<file path="config.mk">
export PLATFORM = sky130hd
export DESIGN_NAME = mmt_timer
export DESIGN_NICKNAME = d
export VERILOG_FILES = /design/src/mmt_pkg.sv /design/src/mmt_timer.sv
export VERILOG_INCLUDE_DIRS = /design/src
export SDC_FILE = /design/constraint.sdc
export NUM_CORES = 2
export LEC_CHECK = 0
export BUFFER_PORTS_ARGS = -buffer_cell sky130_fd_sc_hd__buf_2
export CAP_MARGIN = 0
export CORE_MARGIN = 2
export CORE_UTILIZATION = 60
export DETAILED_ROUTE_END_ITERATION = 8
export GPL_ROUTABILITY_DRIVEN = 0
export PLACE_DENSITY = 0.78
export SYNTH_ARGS = -nofsm -noshare
export SYNTH_HDL_FRONTEND = slang
export SYNTH_SLANG_ARGS = --single-unit
export TNS_END_PERCENT = 100
</file>
<file path="constraint.sdc">
create_clock -name pclk -period 7.75 [get_ports pclk]
set_clock_uncertainty 0.15 [all_clocks]
set_input_delay 1.55 -clock pclk [delete_from_list [all_inputs] [get_ports pclk]]
set_output_delay 1.55 -clock pclk [all_outputs]
set_load 0.02 [all_outputs]
</file>
<file path="src/mmt_defines.svh">
// Purpose: Constants for the multi-mode timer block
// Assumes: APB slave, 32-bit data, six 16-bit timers
// Notes: Offsets are byte addresses
//
// What this block does
// - A counter read during counting returns the live counter value.
// - An event-mode read at the reload instant returns all ones on underflow, zeros on overflow.
// - In timer mode a read at the reload instant returns all ones.
// - A value written to a halted timer reads back unchanged before counting begins.
// - Clearing start in one-shot mode halts the counter and copies the reload value into it.
// - Clearing start in one-shot mode drives the timer output low.
// - Clearing start in one-shot mode sets the timer's request bit.
// - Selecting one-shot mode after reset or from timer or event mode sets the request bit.
// - Selecting PWM mode after reset or from timer or event mode sets the request bit.
// - Clearing start in PWM mode halts counting; a high output goes low and sets the request.
// - Clearing start in PWM mode with a low output leaves it low and raises no request.
// - Changing the measurement select bit while measuring sets the request bit.
// - The first measurement edge after start loads an undefined value and raises no request.
`ifndef MMT_DEFINES_SVH
`define MMT_DEFINES_SVH

// ----------------------------------------
// Sizes
// ----------------------------------------
`define MMT_NUM 6
`define MMT_W 16

// ----------------------------------------
// Register map
// ----------------------------------------
`define MMT_ADDR_W 8
`define MMT_GLOBAL_BLK 3'h6
`define MMT_REG_CTRL 2'h0
`define MMT_REG_CNT 2'h1
`define MMT_REG_START 2'h0
`define MMT_REG_STAT 2'h1
`define MMT_REG_MASK 2'h2

// ----------------------------------------
// Control fields
// ----------------------------------------
`define MMT_CTRL_MODE_LO 0
`define MMT_CTRL_MODE_HI 2
`define MMT_CTRL_MSEL 3
`define MMT_CTRL_FRUN 4
`define MMT_CTRL_UP 5

// ----------------------------------------
// Values
// ----------------------------------------
`define MMT_ONES 16'hFFFF
`define MMT_ZERO 16'h0000
`define MMT_RST_CNT 16'h0000

`endif

</file>
<file path="src/mmt_pkg.sv">
// Purpose: Types for the multi-mode timer block
// Assumes: Nothing
// Notes: Mode encoding follows enum order
package mmt_pkg;
    typedef enum logic [2:0] {MMT_TIMER, MMT_EVENT, MMT_ONESHOT, MMT_PWM, MMT_MEASURE} mmt_mode_e;
endpackage : mmt_pkg

</file>
<file path="src/mmt_timer.sv">
// Purpose: Six 16-bit multi-mode timers behind an APB slave
// Assumes: Timer 0 has no measurement mode; timers 1..5 do
// Notes: Zero-wait APB; pin inputs pass three flip-flops
//
// The implementer's own choices: the register offsets and the APB interface to the registers.
`include "mmt_defines.svh"

module mmt_timer
    import mmt_pkg::*;
(
    input wire logic pclk,
    input wire logic presetn,
    input wire logic psel,
    input wire logic penable,
    input wire logic pwrite,
    input wire logic [31:0] paddr,
    input wire logic [31:0] pwdata,
    output logic [31:0] prdata,
    output logic pready,
    output logic pslverr,
    input wire logic [`MMT_NUM-1:0] aux_timer_io_pin_in,
    output logic [`MMT_NUM-1:0] aux_timer_io_pin_out,
    output logic [`MMT_NUM-1:0] aux_timer_io_pin_oe,
    output logic irq
);

    // ----------------------------------------
    // Bus decode
    // ----------------------------------------
    logic [2:0] blk;
    logic [1:0] reg_sel;
    logic mapped;
    logic acc;
    logic wr_en;
    logic rd_stat;
    logic wr_start;
    logic wr_mask;
    logic [`MMT_NUM-1:0] wr_ctrl;
    logic [`MMT_NUM-1:0] wr_cnt;
    logic [`MMT_NUM-1:0] run_a;
    logic [`MMT_NUM-1:0] set_a;
    logic [`MMT_NUM-1:0] stat;
    logic [`MMT_NUM-1:0] mask;
    logic [`MMT_W-1:0] rdv_a [`MMT_NUM];
    logic [5:0] ctrl_a [`MMT_NUM];
    logic [31:0] next_rdata;

    assign blk = paddr[6:4];
    assign reg_sel = paddr[3:2];
    assign mapped = (paddr[31:7] == 25'h0000000) && (paddr[1:0] == 2'h0)
        && ((blk < `MMT_GLOBAL_BLK) ? (reg_sel <= `MMT_REG_CNT)
        : ((blk == `MMT_GLOBAL_BLK) && (reg_sel <= `MMT_REG_MASK)));
    assign pready = 1'b1;
    assign acc = psel && penable;
    assign pslverr = acc && !mapped;
    assign wr_en = acc && pwrite && mapped;
    assign rd_stat = acc && !pwrite && (blk == `MMT_GLOBAL_BLK) && (reg_sel == `MMT_REG_STAT);
    assign wr_start = wr_en && (blk == `MMT_GLOBAL_BLK) && (reg_sel == `MMT_REG_START);
    assign wr_mask = wr_en && (blk == `MMT_GLOBAL_BLK) && (reg_sel == `MMT_REG_MASK);

    // ----------------------------------------
    // Read data, captured in the setup cycle
    // ----------------------------------------
    always_comb
    begin
        next_rdata = 32'h00000000;
        if (blk < `MMT_GLOBAL_BLK)
        begin
            if (reg_sel == `MMT_REG_CTRL)
                next_rdata = {26'h0000000, ctrl_a[blk]};
            else
                next_rdata = {16'h0000, rdv_a[blk]};
        end
        else if (blk == `MMT_GLOBAL_BLK)
        begin
            case (reg_sel)
                `MMT_REG_START: next_rdata = {26'h0000000, run_a};
                `MMT_REG_STAT: next_rdata = {26'h0000000, stat};
                `MMT_REG_MASK: next_rdata = {26'h0000000, mask};
                default: next_rdata = 32'h00000000;
            endcase
        end
    end

    always_ff @(posedge pclk or negedge presetn)
    begin
        if (!presetn)
            prdata <= 32'h00000000;
        else if (psel && !penable && !pwrite && mapped)
            prdata <= next_rdata;
    end

    // ----------------------------------------
    // Interrupt status and mask
    // ----------------------------------------
    always_ff @(posedge pclk or negedge presetn)
    begin
        if (!presetn)
            stat <= 6'h00;
        else
            stat <= (rd_stat ? 6'h00 : stat) | set_a;
    end

    always_ff @(posedge pclk or negedge presetn)
    begin
        if (!presetn)
            mask <= 6'h00;
        else if (wr_mask)
            mask <= pwdata[`MMT_NUM-1:0];
    end

    assign irq = |(stat & mask);

    // ----------------------------------------
    // Timers
    // ----------------------------------------
    genvar gi;
    for (gi = 0; gi < `MMT_NUM; gi++)
    begin : g_tmr
        logic [2:0] sync;
        logic lvl;
        logic ev_rise;
        logic ev_any;
        logic meas_edge;
        logic [`MMT_W-1:0] cnt;
        logic [`MMT_W-1:0] rld;
        mmt_mode_e mode;
        mmt_mode_e next_mode;
        logic msel;
        logic frun;
        logic up;
        logic run;
        logic out_q;
        logic first;
        logic go;
        logic stop_evt;
        logic zero;
        logic ev_wrap;
        logic rl_now;
        logic os_done;
        logic pwm_flip;

        assign wr_ctrl[gi] = wr_en && (blk == gi) && (reg_sel == `MMT_REG_CTRL);
        assign wr_cnt[gi] = wr_en && (blk == gi) && (reg_sel == `MMT_REG_CNT);

        // Input synchroniser and filter
        always_ff @(posedge pclk or negedge presetn)
        begin
            if (!presetn)
            begin
                sync <= 3'h0;
                lvl <= 1'b0;
            end
            else
            begin
                sync <= {sync[1:0], aux_timer_io_pin_in[gi]};
                if (sync[1] == sync[2])
                    lvl <= sync[2];
            end
        end

        assign ev_any = (sync[1] == sync[2]) && (sync[2] != lvl);
        assign ev_rise = ev_any && sync[2];
        assign meas_edge = msel ? ev_any : ev_rise;

        // Mode decode, measurement not on timer 0
        always_comb
        begin
            next_mode = mmt_mode_e'(pwdata[`MMT_CTRL_MODE_HI:`MMT_CTRL_MODE_LO]);
            if ((next_mode == MMT_MEASURE && gi == 0) || next_mode > MMT_MEASURE)
                next_mode = MMT_TIMER;
        end

        always_ff @(posedge pclk or negedge presetn)
        begin
            if (!presetn)
            begin
                mode <= MMT_TIMER;
                msel <= 1'b0;
                frun <= 1'b0;
                up <= 1'b0;
            end
            else if (wr_ctrl[gi])
            begin
                mode <= next_mode;
                msel <= pwdata[`MMT_CTRL_MSEL];
                frun <= pwdata[`MMT_CTRL_FRUN];
                up <= pwdata[`MMT_CTRL_UP];
            end
        end

        assign ctrl_a[gi] = {up, frun, msel, mode};

        // Start and stop
        assign go = wr_start && pwdata[gi] && !run;
        assign stop_evt = wr_start && !pwdata[gi] && run;
        assign zero = (cnt == `MMT_ZERO);
        assign ev_wrap = up ? (cnt == `MMT_ONES) : zero;
        assign rl_now = run && !frun && ((mode == MMT_TIMER && zero)
            || (mode == MMT_EVENT && ev_rise && ev_wrap));
        assign os_done = run && !stop_evt && mode == MMT_ONESHOT && zero;
        assign pwm_flip = run && !stop_evt && mode == MMT_PWM && zero;

        always_ff @(posedge pclk or negedge presetn)
        begin
            if (!presetn)
                run <= 1'b0;
            else if (wr_start)
                run <= pwdata[gi];
            else if (os_done)
                run <= 1'b0;
        end

        assign run_a[gi] = run;

        // Counter and reload
        always_ff @(posedge pclk or negedge presetn)
        begin
            if (!presetn)
            begin
                cnt <= `MMT_RST_CNT;
                rld <= `MMT_RST_CNT;
            end
            else if (wr_cnt[gi])
            begin
                rld <= pwdata[`MMT_W-1:0];
                if (!run)
                    cnt <= pwdata[`MMT_W-1:0];
            end
            else if (stop_evt && mode == MMT_ONESHOT)
                cnt <= rld;
            else if (go && (mode == MMT_ONESHOT || mode == MMT_PWM))
                cnt <= rld;
            else if (go && mode == MMT_MEASURE)
                cnt <= `MMT_ZERO;
            else if (run && !stop_evt)
            begin
                case (mode)
                    MMT_TIMER: cnt <= zero ? (frun ? `MMT_ONES : rld) : cnt - 16'h0001;
                    MMT_EVENT:
                    begin
                        if (ev_rise && up)
                            cnt <= ev_wrap ? (frun ? `MMT_ZERO : rld) : cnt + 16'h0001;
                        else if (ev_rise)
                            cnt <= ev_wrap ? (frun ? `MMT_ONES : rld) : cnt - 16'h0001;
                    end
                    MMT_ONESHOT: cnt <= zero ? rld : cnt - 16'h0001;
                    MMT_PWM: cnt <= zero ? (out_q ? ~rld : rld) : cnt - 16'h0001;
                    MMT_MEASURE:
                    begin
                        if (meas_edge)
                        begin
                            rld <= cnt;
                            cnt <= `MMT_ZERO;
                        end
                        else
                            cnt <= cnt + 16'h0001;
                    end
                    default: cnt <= cnt;
                endcase
            end
        end

        // Readback at reload instant
        assign rdv_a[gi] = !rl_now ? cnt
            : ((mode == MMT_EVENT && up) ? `MMT_ZERO : `MMT_ONES);

        // First measurement edge tracking
        always_ff @(posedge pclk or negedge presetn)
        begin
            if (!presetn)
                first <= 1'b0;
            else if (go)
                first <= 1'b1;
            else if (run && mode == MMT_MEASURE && meas_edge)
                first <= 1'b0;
        end

        // Output pin
        always_ff @(posedge pclk or negedge presetn)
        begin
            if (!presetn)
                out_q <= 1'b0;
            else if (stop_evt)
                out_q <= 1'b0;
            else if (go && (mode == MMT_ONESHOT || mode == MMT_PWM))
                out_q <= 1'b1;
            else if (os_done)
                out_q <= 1'b0;
            else if (pwm_flip)
                out_q <= !out_q;
            else if (mode != MMT_ONESHOT && mode != MMT_PWM)
                out_q <= 1'b0;
        end

        assign aux_timer_io_pin_out[gi] = out_q;
        assign aux_timer_io_pin_oe[gi] = (mode == MMT_ONESHOT || mode == MMT_PWM);

        // Request sources
        assign set_a[gi] =
            (wr_ctrl[gi] && (next_mode == MMT_ONESHOT || next_mode == MMT_PWM)
                && (mode == MMT_TIMER || mode == MMT_EVENT))
            || (wr_ctrl[gi] && run && mode == MMT_MEASURE && next_mode == MMT_MEASURE
                && pwdata[`MMT_CTRL_MSEL] != msel)
            || (stop_evt && mode == MMT_ONESHOT)
            || (stop_evt && mode == MMT_PWM && out_q)
            || rl_now
            || os_done
            || (pwm_flip && out_q)
            || (run && mode == MMT_MEASURE && meas_edge && !first);
    end

endmodule : mmt_timer

</file>
==> flow_metrics.tcl <==
set metrics [dict create \
    timing.fmax_ghz 0.175 \
    place_hpwl_mm 74.8 \
    final_cells 4390 \
    area_delta_synth_final_pct 5.20 \
    synthFlopType "dfrtp_1" \
    holdBufCountCts 0 \
    netlist_area_sq_um 28800 \
    rsz0062_at_grt "false" \
    grt_pass1_vias 29381 \
    die_w_microns 223 \
    rows 80 \
    root_buffer "clkbuf_16" \
    drc 0 \
    grt_max_degree 133 \
    syn_avg_cell_area_sq_um 7.39 \
    cts_max_path_buffers 3 \
    wl_mm 111 \
    yosys.area_share.simple 0.251 \
    drtIter0Drc 5498 \
    yosys_warnings 0 \
    muxShareOfSynthArea 0.0577 \
    syn_inst 3903 \
    cts_tree "yes" \
    core_sq_um 47500 \
    setup_tns_ns 0 \
    pwr_density_cell_nw_per_um2 117 \
    worstSetupPathType "primary input to primary output" \
    synth_top_family_by_area "compound AO/OA/AOI/OAI gates" \
    hold_path.class "flop to flop" \
    antenna_left 0 \
    dr.pass1.iters 8 \
    synth_seq_cells 298 \
    hold_viol 0 \
    drive_gt1_frac 0.0874 \
    period_needed_ns 5.72 \
    seq_area_frac_synth 0.259 \
    routed_via_density 7.39 \
    outcome "finished, final reports clean" \
    maxCapViolCount 0 \
    power.total_mw 3.56 \
    synth_edf_count 0 \
    post_drt_wl_per_cell_microns 25.2 \
    setup_viol 0 \
    dpl.cell_count 4314 \
    slew_headroom 0.227 \
    num-nets-final 3831 \
    cp_data_arrival_time_ns 4.02 \
    die_area_sq_um 49800 \
    cts_setup_buffers 0 \
    crit_required_ns 6.05 \
    vdd_drop_max_mv 0.169 \
    p_leak_nw 12.5 \
    postSynth.asyncResetShare 1.00 \
    ios 122 \
    cts_resized 0 \
    synth_adder_area_share 0.00989 \
    cp_max_fo 11 \
    cts_buffers 37 \
    port_buffers 88 \
    antenna_found_initial 12 \
    r2r_setup_slack_ns 3.22 \
    critical_path.startpoint_type "primary input" \
    synth_xor_area_frac 0.0811 \
    synth-compound-area-share 0.280 \
    gr-total-overflow 0 \
    worst_slew_pin_slew_ns 1.15 \
    path_clk_slew_ns 0.05 \
    grt_first_pass_wirelength_mm 171 \
    die_height_microns 223 \
    synth.distinct_cells 98 \
    slew_viol_final 0 \
    clk_latency_ns 0.59 \
    start_util 0.607 \
    vias 32459 \
    cp-end-kind "primary output" \
    htree_levels 2 \
    grtUsageTotal 0.436 \
    timing.final.crit_share 0.737 \
    worst_hold_slack_ns 0.197 \
    cts.sinks 298 \
]
-- stage by stage --
step	cell area, sq um	setup slack, ns	util
final	30300	2.03	0.638
after global routing	30300	1.92	0.638
after CTS	30300	2.28	0.638
after detailed placement	29100	2.09	0.612
after global placement	29100	2.18	0.612
after floorplan	28900	3.30	-
-- layer usage --
metal	up-vias	wire length [microns]	GRT usage
li1	14092	-	-
met1	15020	40600	0.567
met2	2698	44400	0.616
met3	639	17800	0.152
met4	10	7870	0.268
met5	-	127	0.0117
-- where the power goes --
part | total (mW) | switching (mW) | internal [mW]
logic | 0.191 | 0.148 | 0.0432
clock network | 1.79 | 0.751 | 1.04
registers | 1.58 | 0.0126 | 1.57
total | 3.56 | 0.911 | 2.65
-- state kept, by name (all words and copies together) (netlist names) --
name,cells
g_tmr.cnt,96
g_tmr.first,6
g_tmr.frun,6
g_tmr.lvl,6
g_tmr.mode,18
g_tmr.msel,6
g_tmr.out_q,6
g_tmr.rld,96
g_tmr.run,6
g_tmr.sync,18
g_tmr.up,6
mask,6
prdata,16
stat,6
-- layout make-up --
cell class                 instances  area (sq um)
multi-input combinational       3198         19700
fill                            4272         17200
sequential                       298          7460
clock buffer                      46          1020
timing repair buffer             150           928
tap                              615           769
clock inverter                    20           218
inverter                          53           199
antenna                           10          25.0
-- cell usage in the layout (no fill, tap or decap), types with 37 or more instances in the layout --
cell type and count:
nand3_1 117, nor2_1 402, xnor2_1 164, o21ai_0 310, and3_1 46, xor2_1 102, nand2b_1 40, nand4_1 65
o211ai_1 51, o22ai_1 41, a221oi_1 50, nor3_1 103, nor4_1 64, o31ai_1 56, clkbuf_16 37, inv_1 51
a211oi_1 54, nand2_1 409, buf_4 61, buf_2 87, a31oi_1 42, mux2i_1 120, a21oi_1 342, dfrtp_1 298
-- cells by family (layout without fill, tap and decap cells) --
| family | count (synthesis) | count (layout) |
|---|---|---|
| AOI/OAI and AO/OA | 1258 | 1258 |
| DFF | 298 | 298 |
| xor gates and xnor gates | 267 | 267 |
| muxes | 155 | 155 |
| and+or+nand+nor | 1477 | 1477 |
| buffers and inverters | 422 | 269 |
| other | 2 | 27 |
| adders and majority gates | 24 | 24 |
-- path summary, 6_finish.rpt --
path                                  startpoint          endpoint  cells after the start
worst max-delay path                   paddr[21]           pslverr                      6
worst min-delay path            g_tmr[3].sync[0]  g_tmr[3].sync[1]                      0
worst max register to register   g_tmr[1].cnt[6]        prdata[10]                      8
worst min register to register  g_tmr[3].sync[0]  g_tmr[3].sync[1]                      0
max in group asynchronous                presetn  g_tmr[4].rld[15]                      2
min in group asynchronous                presetn   g_tmr[3].rld[7]                      1
-- cell usage after synthesis (19+ instances only) --
library cell  number  area, sq um
buf_2             34          170
a22oi_1           21          158
or3_1             33          206
xor2_1           103          902
o22ai_1           41          257
inv_1             51          191
mux2_2            29          327
and2_1            23          144
o211ai_1          51          383
nor2b_1           19          119
and4_1            30          263
or2_2             22          138
buf_4             24          180
o221ai_1          35          307
nor3_1           105          526
and3_1            46          288
mux2i_1          120         1200
nand3_1          117          586
dfrtp_1          298         7460
o21ai_0          313         1570
a21oi_1          342         1710
nand2b_1          40          250
buf_1             39          146
or4_1             22          165
o31ai_1           56          420
a31oi_1           42          263
clkbuf_1         263          987
nor4_1            67          419
nor2_1           403         1510
nand4_1           65          407
a211oi_1          54          405
xnor2_1          164         1440
nand2_1          409         1540
a221oi_1          50          438
-- worst max-delay path: stages --
cell	delay, ns
buf_2	0.10
nor4_1	0.78
and4_1	0.44
nand3_1	0.49
and3_1	0.47
buf_2	0.18
(Power assumes the default switching activity.)
